**config.mk**
```make
export PLATFORM = sky130hd
export DESIGN_NAME = dpm_host_ctrl
export DESIGN_NICKNAME = d
export VERILOG_FILES = /design/src/core/dpm_pin_seq.v /design/src/core/dpm_host_ctrl.v
export VERILOG_INCLUDE_DIRS = /design/src /design/src/shared
export SDC_FILE = /design/constraint.sdc
export NUM_CORES = 1
export LEC_CHECK = 0
export BUFFER_PORTS_ARGS = -buffer_cell sky130_fd_sc_hd__buf_2
export CAP_MARGIN = 20
export CORE_UTILIZATION = 54
export DETAILED_ROUTE_END_ITERATION = 16
export PLACE_DENSITY = 0.8
export SLEW_MARGIN = 20
export SYNTH_ARGS = -nofsm -noshare
export SYNTH_HDL_FRONTEND = slang
export SYNTH_HIERARCHICAL = 1
export SYNTH_SLANG_ARGS = --single-unit
```
**constraint.sdc**
```tcl
create_clock -name core_clk -period 2.5 [get_ports core_clk]
set_clock_uncertainty 0.05 [all_clocks]
set_input_delay 0.5 -clock core_clk [delete_from_list [all_inputs] [get_ports core_clk]]
set_output_delay 0.5 -clock core_clk [all_outputs]
set_load 0.02 [all_outputs]
```
**src/shared/dpm_regs.vh**
```
// Operation
// - Each processor initialises its own mailbox flag before relying on it; here the start-up take always reads the left mailbox, FFFE.
// - In slave role, outside logic holds contention high, or low to block writes.
// - A port seeing contention may stall until the other side finishes.
// - Flag space: enable high, flag select low, A0-A2 address, D0 written.
`ifndef DPM_REGS_VH
`define DPM_REGS_VH

`define DPM_AXI_AW 8
`define DPM_OFF_CTRL 8'h00
`define DPM_OFF_ADDR 8'h04
`define DPM_OFF_WDATA 8'h08
`define DPM_OFF_RDATA 8'h0C
`define DPM_OFF_STATUS 8'h10
`define DPM_OFF_CONFIG 8'h14

`define DPM_CTRL_GO 0
`define DPM_CTRL_OP_LSB 1
`define DPM_CTRL_OP_MSB 3

`define DPM_ST_BUSY 0
`define DPM_ST_DONE 1
`define DPM_ST_CONT_SEEN 2
`define DPM_ST_MAIL_PEND 3
`define DPM_ST_CONT_LIVE 4

`define DPM_CFG_RIGHT 0
`define DPM_CFG_MASTER 1
`define DPM_CFG_INHIBIT 2
`define DPM_CFG_RESET 3'h2

`define DPM_OP_RAM_RD 3'h0
`define DPM_OP_RAM_WR 3'h1
`define DPM_OP_FLAG_RD 3'h2
`define DPM_OP_FLAG_WR 3'h3
`define DPM_OP_MAIL_POST 3'h4
`define DPM_OP_MAIL_TAKE 3'h5

`define DPM_MBOX_LEFT 16'hFFFE
`define DPM_MBOX_RIGHT 16'hFFFF
`define DPM_FLAG_AW 3

`define DPM_RESP_OKAY 2'h0
`define DPM_RESP_SLVERR 2'h2

`define DPM_CLK_MHZ 50
`define DPM_T_STROBE_NS 20
`define DPM_STROBE_CYC (((`DPM_T_STROBE_NS * `DPM_CLK_MHZ) + 999) / 1000)

`endif

```
**src/core/dpm_pin_seq.v**
```verilog
`timescale 1ns/100ps
`include "dpm_regs.vh"

module dpm_pin_seq (
  input wire core_clk,
  input wire sys_rst,
  input wire clk_en,
  input wire start,
  input wire [2:0] op,
  input wire [15:0] addr,
  input wire [15:0] wdata,
  input wire master_role,
  input wire right_port,
  output wire busy,
  output reg done_q,
  output reg bump_q,
  output reg [15:0] rdata_q,
  output reg [15:0] pin_addr_q,
  output reg [15:0] pin_dq_out_q,
  output reg pin_dq_oe_q,
  input wire [15:0] pin_dq_in,
  output reg pin_ce_n_q,
  output reg pin_rw_n_q,
  output reg pin_oe_n_q,
  output reg flag_space_select_n_q,
  input wire contention_n
);
  localparam S_IDLE = 3'h0;
  localparam S_SETUP = 3'h1;
  localparam S_GATE = 3'h2;
  localparam S_STROBE = 3'h3;
  localparam S_HOLD = 3'h4;
  localparam integer STROBE_CNT = `DPM_STROBE_CYC - 1;
  localparam [3:0] STROBE_LAST = STROBE_CNT[3:0];

  reg [2:0] state_q;
  reg [3:0] cnt_q;
  reg is_flag_q;
  reg is_wr_q;
  reg new_flag;
  reg new_wr;
  reg [15:0] new_addr;
  reg [15:0] new_data;
  wire blocked;

  always @* begin
    new_flag = (op == `DPM_OP_FLAG_RD) || (op == `DPM_OP_FLAG_WR);
    new_wr = (op == `DPM_OP_RAM_WR) || (op == `DPM_OP_FLAG_WR) || (op == `DPM_OP_MAIL_POST);
    new_data = wdata;
    new_addr = addr;
    if (new_flag) begin
      new_addr = {13'h0000, addr[`DPM_FLAG_AW-1:0]};
      new_data = {15'h0000, wdata[0]};
    end else if (op == `DPM_OP_MAIL_POST) begin
      new_addr = right_port ? `DPM_MBOX_LEFT : `DPM_MBOX_RIGHT;
    end else if (op == `DPM_OP_MAIL_TAKE) begin
      new_addr = right_port ? `DPM_MBOX_RIGHT : `DPM_MBOX_LEFT;
    end
  end

  // Reads are held off as well: the arbiter does not tell reads from writes
  assign blocked = !is_flag_q && master_role && !contention_n;
  assign busy = (state_q != S_IDLE);

  always @(posedge core_clk) begin
    if (sys_rst) begin
      state_q <= S_IDLE;
      cnt_q <= 4'h0;
      is_flag_q <= 1'b0;
      is_wr_q <= 1'b0;
      done_q <= 1'b0;
      bump_q <= 1'b0;
      rdata_q <= 16'h0000;
      pin_addr_q <= 16'h0000;
      pin_dq_out_q <= 16'h0000;
      pin_dq_oe_q <= 1'b0;
      pin_ce_n_q <= 1'b1;
      pin_rw_n_q <= 1'b1;
      pin_oe_n_q <= 1'b1;
      flag_space_select_n_q <= 1'b1;
    end else if (clk_en) begin
      done_q <= 1'b0;
      bump_q <= 1'b0;
      case (state_q)
        S_IDLE: begin
          if (start) begin
            is_flag_q <= new_flag;
            is_wr_q <= new_wr;
            pin_addr_q <= new_addr;
            pin_dq_out_q <= new_data;
            pin_ce_n_q <= new_flag;
            flag_space_select_n_q <= !new_flag;
            state_q <= S_SETUP;
          end
        end
        S_SETUP: begin
          state_q <= S_GATE;
        end
        S_GATE: begin
          if (blocked) begin
            bump_q <= 1'b1;
          end else begin
            pin_rw_n_q <= !is_wr_q;
            pin_oe_n_q <= is_wr_q;
            pin_dq_oe_q <= is_wr_q;
            cnt_q <= STROBE_LAST;
            state_q <= S_STROBE;
          end
        end
        S_STROBE: begin
          if (blocked) begin
            // Strobe under contention is discarded by the device, so redo it
            bump_q <= 1'b1;
            pin_rw_n_q <= 1'b1;
            pin_oe_n_q <= 1'b1;
            pin_dq_oe_q <= 1'b0;
            state_q <= S_GATE;
          end else if (cnt_q == 4'h0) begin
            if (!is_wr_q) begin
              rdata_q <= pin_dq_in;
            end
            pin_rw_n_q <= 1'b1;
            pin_oe_n_q <= 1'b1;
            pin_dq_oe_q <= 1'b0;
            state_q <= S_HOLD;
          end else begin
            cnt_q <= cnt_q - 4'h1;
          end
        end
        S_HOLD: begin
          // Deselect after every access so the next flag read relatches
          pin_ce_n_q <= 1'b1;
          flag_space_select_n_q <= 1'b1;
          done_q <= 1'b1;
          state_q <= S_IDLE;
        end
        default: begin
          state_q <= S_IDLE;
        end
      endcase
    end
  end
endmodule

```
**src/core/dpm_host_ctrl.v**
```verilog
`timescale 1ns/100ps
`include "dpm_regs.vh"

module dpm_host_ctrl (
  input wire core_clk,
  input wire sys_rst,
  input wire clk_en,
  input wire [`DPM_AXI_AW-1:0] s_axi_awaddr,
  input wire s_axi_awvalid,
  output wire s_axi_awready,
  input wire [31:0] s_axi_wdata,
  input wire [3:0] s_axi_wstrb,
  input wire s_axi_wvalid,
  output wire s_axi_wready,
  output reg [1:0] s_axi_bresp,
  output reg s_axi_bvalid,
  input wire s_axi_bready,
  input wire [`DPM_AXI_AW-1:0] s_axi_araddr,
  input wire s_axi_arvalid,
  output wire s_axi_arready,
  output reg [31:0] s_axi_rdata,
  output reg [1:0] s_axi_rresp,
  output reg s_axi_rvalid,
  input wire s_axi_rready,
  output wire [15:0] dev_addr,
  output wire [15:0] dev_dq_out,
  output wire dev_dq_oe,
  input wire [15:0] dev_dq_in,
  output wire dev_ce_n,
  output wire dev_rw_n,
  output wire dev_oe_n,
  output wire flag_space_select_n,
  input wire mailbox_irq_n,
  input wire contention_in_n,
  output wire contention_out_n,
  output wire contention_oe,
  output wire master_role_sel
);
  reg aw_held_q;
  reg [`DPM_AXI_AW-1:0] aw_addr_q;
  reg w_held_q;
  reg [31:0] w_data_q;
  reg [3:0] w_strb_q;
  reg [2:0] op_q;
  reg [15:0] addr_q;
  reg [15:0] wdata_q;
  reg [2:0] cfg_q;
  reg done_seen_q;
  reg cont_seen_q;
  reg init_q;
  reg go_q;
  reg [31:0] rd_mux;
  reg rd_hit;
  wire [31:0] wmask;
  wire do_write;
  wire aw_take;
  wire w_take;
  wire ar_take;
  wire seq_busy;
  wire seq_done;
  wire seq_bump;
  wire [15:0] seq_rdata;
  wire [31:0] wr_bits;
  wire [31:0] status_word;

  genvar i;
  generate
    for (i = 0; i < 4; i = i + 1) begin : g_lane
      assign wmask[8*i+7:8*i] = {8{w_strb_q[i]}};
    end
  endgenerate

  assign wr_bits = w_data_q & wmask;
  assign s_axi_awready = clk_en && !aw_held_q && !s_axi_bvalid;
  assign s_axi_wready = clk_en && !w_held_q && !s_axi_bvalid;
  assign s_axi_arready = clk_en && !s_axi_rvalid;
  assign aw_take = s_axi_awvalid && s_axi_awready;
  assign w_take = s_axi_wvalid && s_axi_wready;
  assign ar_take = s_axi_arvalid && s_axi_arready;
  assign do_write = clk_en && aw_held_q && w_held_q && !s_axi_bvalid;

  // Device in slave role: our port's contention pin is a write inhibit we drive
  assign master_role_sel = cfg_q[`DPM_CFG_MASTER];
  assign contention_oe = !cfg_q[`DPM_CFG_MASTER];
  assign contention_out_n = !cfg_q[`DPM_CFG_INHIBIT];

  assign status_word = {27'h0000000, !contention_in_n, !mailbox_irq_n,
                        cont_seen_q, done_seen_q, seq_busy};

  always @* begin
    rd_hit = 1'b1;
    rd_mux = 32'h00000000;
    case (s_axi_araddr)
      `DPM_OFF_CTRL: rd_mux = {28'h0000000, op_q, 1'b0};
      `DPM_OFF_ADDR: rd_mux = {16'h0000, addr_q};
      `DPM_OFF_WDATA: rd_mux = {16'h0000, wdata_q};
      `DPM_OFF_RDATA: rd_mux = {16'h0000, seq_rdata};
      `DPM_OFF_STATUS: rd_mux = status_word;
      `DPM_OFF_CONFIG: rd_mux = {29'h00000000, cfg_q};
      default: rd_hit = 1'b0;
    endcase
  end

  always @(posedge core_clk) begin
    if (sys_rst) begin
      aw_held_q <= 1'b0;
      aw_addr_q <= {`DPM_AXI_AW{1'b0}};
      w_held_q <= 1'b0;
      w_data_q <= 32'h00000000;
      w_strb_q <= 4'h0;
      s_axi_bvalid <= 1'b0;
      s_axi_bresp <= `DPM_RESP_OKAY;
      s_axi_rvalid <= 1'b0;
      s_axi_rresp <= `DPM_RESP_OKAY;
      s_axi_rdata <= 32'h00000000;
      op_q <= `DPM_OP_RAM_RD;
      addr_q <= 16'h0000;
      wdata_q <= 16'h0000;
      cfg_q <= `DPM_CFG_RESET;
      done_seen_q <= 1'b0;
      cont_seen_q <= 1'b0;
      init_q <= 1'b1;
      go_q <= 1'b0;
    end else if (clk_en) begin
      go_q <= 1'b0;
      if (go_q || init_q) begin
        init_q <= 1'b0;
      end
      if (aw_take) begin
        aw_held_q <= 1'b1;
        aw_addr_q <= s_axi_awaddr;
      end
      if (w_take) begin
        w_held_q <= 1'b1;
        w_data_q <= s_axi_wdata;
        w_strb_q <= s_axi_wstrb;
      end
      if (s_axi_bvalid && s_axi_bready) begin
        s_axi_bvalid <= 1'b0;
      end
      if (s_axi_rvalid && s_axi_rready) begin
        s_axi_rvalid <= 1'b0;
      end
      if (ar_take) begin
        s_axi_rvalid <= 1'b1;
        s_axi_rdata <= rd_mux;
        s_axi_rresp <= rd_hit ? `DPM_RESP_OKAY : `DPM_RESP_SLVERR;
      end
      if (do_write) begin
        aw_held_q <= 1'b0;
        w_held_q <= 1'b0;
        s_axi_bvalid <= 1'b1;
        s_axi_bresp <= `DPM_RESP_OKAY;
        case (aw_addr_q)
          `DPM_OFF_CTRL: begin
            // A go while an access runs or the start-up take is queued is dropped
            if (wr_bits[`DPM_CTRL_GO] && !seq_busy && !go_q && !init_q) begin
              go_q <= 1'b1;
              op_q <= w_data_q[`DPM_CTRL_OP_MSB:`DPM_CTRL_OP_LSB];
            end
          end
          `DPM_OFF_ADDR: addr_q <= (addr_q & ~wmask[15:0]) | wr_bits[15:0];
          `DPM_OFF_WDATA: wdata_q <= (wdata_q & ~wmask[15:0]) | wr_bits[15:0];
          `DPM_OFF_CONFIG: begin
            if (w_strb_q[0]) begin
              cfg_q <= w_data_q[2:0];
            end
          end
          `DPM_OFF_RDATA: s_axi_bresp <= `DPM_RESP_OKAY;
          `DPM_OFF_STATUS: s_axi_bresp <= `DPM_RESP_OKAY;
          default: s_axi_bresp <= `DPM_RESP_SLVERR;
        endcase
      end
      // Hardware set wins over a write-one clear in the same cycle
      if (do_write && (aw_addr_q == `DPM_OFF_STATUS) && wr_bits[`DPM_ST_DONE]) begin
        done_seen_q <= 1'b0;
      end
      if (seq_done) begin
        done_seen_q <= 1'b1;
      end
      if (do_write && (aw_addr_q == `DPM_OFF_STATUS) && wr_bits[`DPM_ST_CONT_SEEN]) begin
        cont_seen_q <= 1'b0;
      end
      if (seq_bump) begin
        cont_seen_q <= 1'b1;
      end
    end
  end

  dpm_pin_seq u_seq (
    .core_clk(core_clk),
    .sys_rst(sys_rst),
    .clk_en(clk_en),
    .start(go_q || init_q),
    .op(init_q ? `DPM_OP_MAIL_TAKE : op_q),
    .addr(addr_q),
    .wdata(wdata_q),
    .master_role(cfg_q[`DPM_CFG_MASTER]),
    .right_port(cfg_q[`DPM_CFG_RIGHT]),
    .busy(seq_busy),
    .done_q(seq_done),
    .bump_q(seq_bump),
    .rdata_q(seq_rdata),
    .pin_addr_q(dev_addr),
    .pin_dq_out_q(dev_dq_out),
    .pin_dq_oe_q(dev_dq_oe),
    .pin_dq_in(dev_dq_in),
    .pin_ce_n_q(dev_ce_n),
    .pin_rw_n_q(dev_rw_n),
    .pin_oe_n_q(dev_oe_n),
    .flag_space_select_n_q(flag_space_select_n),
    .contention_n(contention_in_n)
  );
endmodule

```
==> qor.csv <==
metric;value;unit
pwr-share-clk;0.460;
path_max_fanout;8;
post-route-period-util;0.822;
layout.cells.most_common_list;dfxtp_1, buf_2, nand2_1;
detailedPlacementHpwl;11100;um
outcome;completed;
report.final.slew_viol_count;0;
final-instance-count-excl-fill;1047;
mostFrequentLayoutCell;dfxtp_1;
clock_path_buffers;2;
maxSlewHeadroom;0.535;
gp_congestion;0.838;
area_growth;18.9;%
clock_insertion_delay_worst_skew;0.43;ns
finalWorstPathRequiredPeriod;2.06;ns
die-height;113;um
n_fill_cell;1053;
first_pass_iters;5;
route.vias.total;5670;
count_of_clock_tree_sinks;154;
cts_hold_fix_bufs;0;
io_buffers;122;
cp_slowest_stage_delay;0.66;ns
drive_gt1_frac;0.231;
grt_use_total;0.262;
wl_per_cell;15.4;um
share_of_total_power_in_sequential_cells;0.456;
finalWirelength;16100;um
placedCellCount;1015;
grt_pass1_wl;26000;um
timing.hold.worst.class;in2reg;
setup.worst_path.end_class;flop;
cts_tree;yes;
worst_margin_pin_slew;0.696;ns
clock_pin_slew_worst_setup_and_hold_paths;0.06;ns
pin_count_of_the_biggest_net_entering_global_routing;112;
critical-path-top-delay-family;simple AND/OR/NAND/NOR gates;
synth.lib_cells_used.distinct;59;
grt_overflow;0;
worst_setup_path_start_kind;flop;
remaining_drcs;0;
worst-endpoint-required;2.74;ns
ctsResizeCount;0;
initialDrtViolationCount;538;
finalPower;5.62;mW
synth.area.top_cells;dfxtp_1, mux2i_1, nand2_1, a21oi_1, nor2_1;
switching_component_of_the_power;1.36;mW
fmax;486;MHz
placementRows;40;
post_synth_instance_area;6710;um2
synth_enable_flop_cells;0;
setup.worst_path.class;reg2reg;
ys_async_sr_fraction;0;
clock_tree.root_cell;clkbuf_16;
num_io_pins;159;
timing_hold_violations_final;0;
power.density;704;nW/um2
initial_antenna_violation_count;0;
final_antenna_net_count;0;
combPwrFrac;0.083;
timing.setup.tns;0;ns
critical_path_buffers_and_inverters;0;
primary_flip_flop_cell_chosen_by_synthesis_mapping;dfxtp_1;
synthDominantCellAreaShare;0.460;
vdd_drop_max;0.484;mV
cellInternalPower;4.26;mW
antenna_cells_inserted;0;
post_synth.cell_area_avg;8.80;um2
setup_viol;0;
cts_max_level;4;
synth_seq_cells;154;
cts_setup_buffers;0;
post-route-util;0.661;
cp.arrival;2.30;ns
initial_utilization;0.556;
first_global_vias;5160;
coreArea;12100;um2
rsz0062_at_grt;false;
cts_inserted_buffers;17;
p_leak;3.12;nW
number_of_nets_in_the_layout;946;
floorplan.die_area;12900;um2
critical-path-slowest-cell;or4_1;
max_capacitance_violation_count;0;
path_cells;or4_4, or4_1, o21ai_0, a21oi_1;
seq_area_frac_synth;0.460;
via_per_inst;5.42;
power_switching_share;0.242;
synth.yosys.warnings;6;
netlist_instances;762;
die_w;113;um
synth_area_leader_cell;dfxtp_1;
[synth_stat cells (all sizes together) (3+ instances only)]
cell and n:
nand3b 9, nor2b 6, nor2 63, inv 10, nand2b 31, nor3 31
or4 3, a22oi 12, mux2 13, a2111oi 5, a211oi 20, nand2 103
clkbuf 42, nand3 30, buf 29, dfxtp 154, or2 4, nand4b 4
nor4 4, a21oi 66, nor3b 6, and2 3, o21ai 24, or3b 4
and3 4, mux2i 55, or3 3
[power by group through the flow]
stage                     Combinational, mW  Clock (mW)  Sequential [mW]
after CTS                             0.466        2.61             2.56
after global placement                0.458           0             2.61
after floorplan                       0.307           0             2.64
after global routing                  0.513        2.72             2.57
after detailed placement              0.463           0             2.62
final                                 0.467        2.58             2.56
[worst register-to-register path, stage by stage (launching register included)]
cell and delay [ns]:
dfxtp_1 0.31, or4_4 0.60, or4_1 0.66, o21ai_0 0.22, a21oi_1 0.08
[layer usage]
| metal | share of wire | track usage |
|---|---|---|
| met2 | 0.46 | 0.395 |
| met5 | 0 | 0 |
| met4 | 0.015 | 0.0886 |
| met1 | 0.47 | 0.360 |
| met3 | 0.061 | 0.0744 |
[cell families after synthesis]
| family | after synthesis | share of synthesized area |
|---|---|---|
| simple gates | 310 | 0.233 |
| flops | 154 | 0.460 |
| compound gates | 142 | 0.130 |
| buf+inv | 82 | 0.0649 |
| mux | 68 | 0.104 |
| xor+xnor | 3 | 0.00392 |
| fa+ha+maj | 2 | 0.00373 |
| other cells | 1 | 0.000559 |
[layout make-up]
type / instances / area, um2 / share of cell area
clock inverters: 9 / 114 / 0.0143
clock buffers: 23 / 488 / 0.0612
well taps: 168 / 210 / 0.0264
repair buffers: 140 / 786 / 0.0985
inverters: 10 / 37.5 / 0.00471
multi-input cells: 543 / 3260 / 0.408
flip-flops and latches: 154 / 3080 / 0.387
[worst paths after layout]
| kind | from | end | slack, ns | cells after the start |
|---|---|---|---|---|
| setup / recovery | aw_addr_q[1] | flop | 0.44 | 4 |
| hold / removal | dev_dq_in[3] | u_seq/rdata_q[3] | 0.26 | 3 |
| setup reg to reg | aw_addr_q[1] | flop | 0.44 | 4 |
| hold reg to reg | s_axi_rdata[1] | s_axi_rdata[1] | 0.40 | 2 |
[metrics by stage]
step           hold WS, ns  setup WS (ns)  instance area (um2)
2_1_floorplan        0.382          0.162                 6770
3_3_place_gp         0.391          0.324                 7370
3_5_place_dp         0.392          0.314                 7370
4_1_cts              0.245          0.377                 7970
5_1_grt              0.252          0.346                 7980
6_report             0.258          0.444                 7980
No activity file was read; power rests on OpenSTA's default activity.
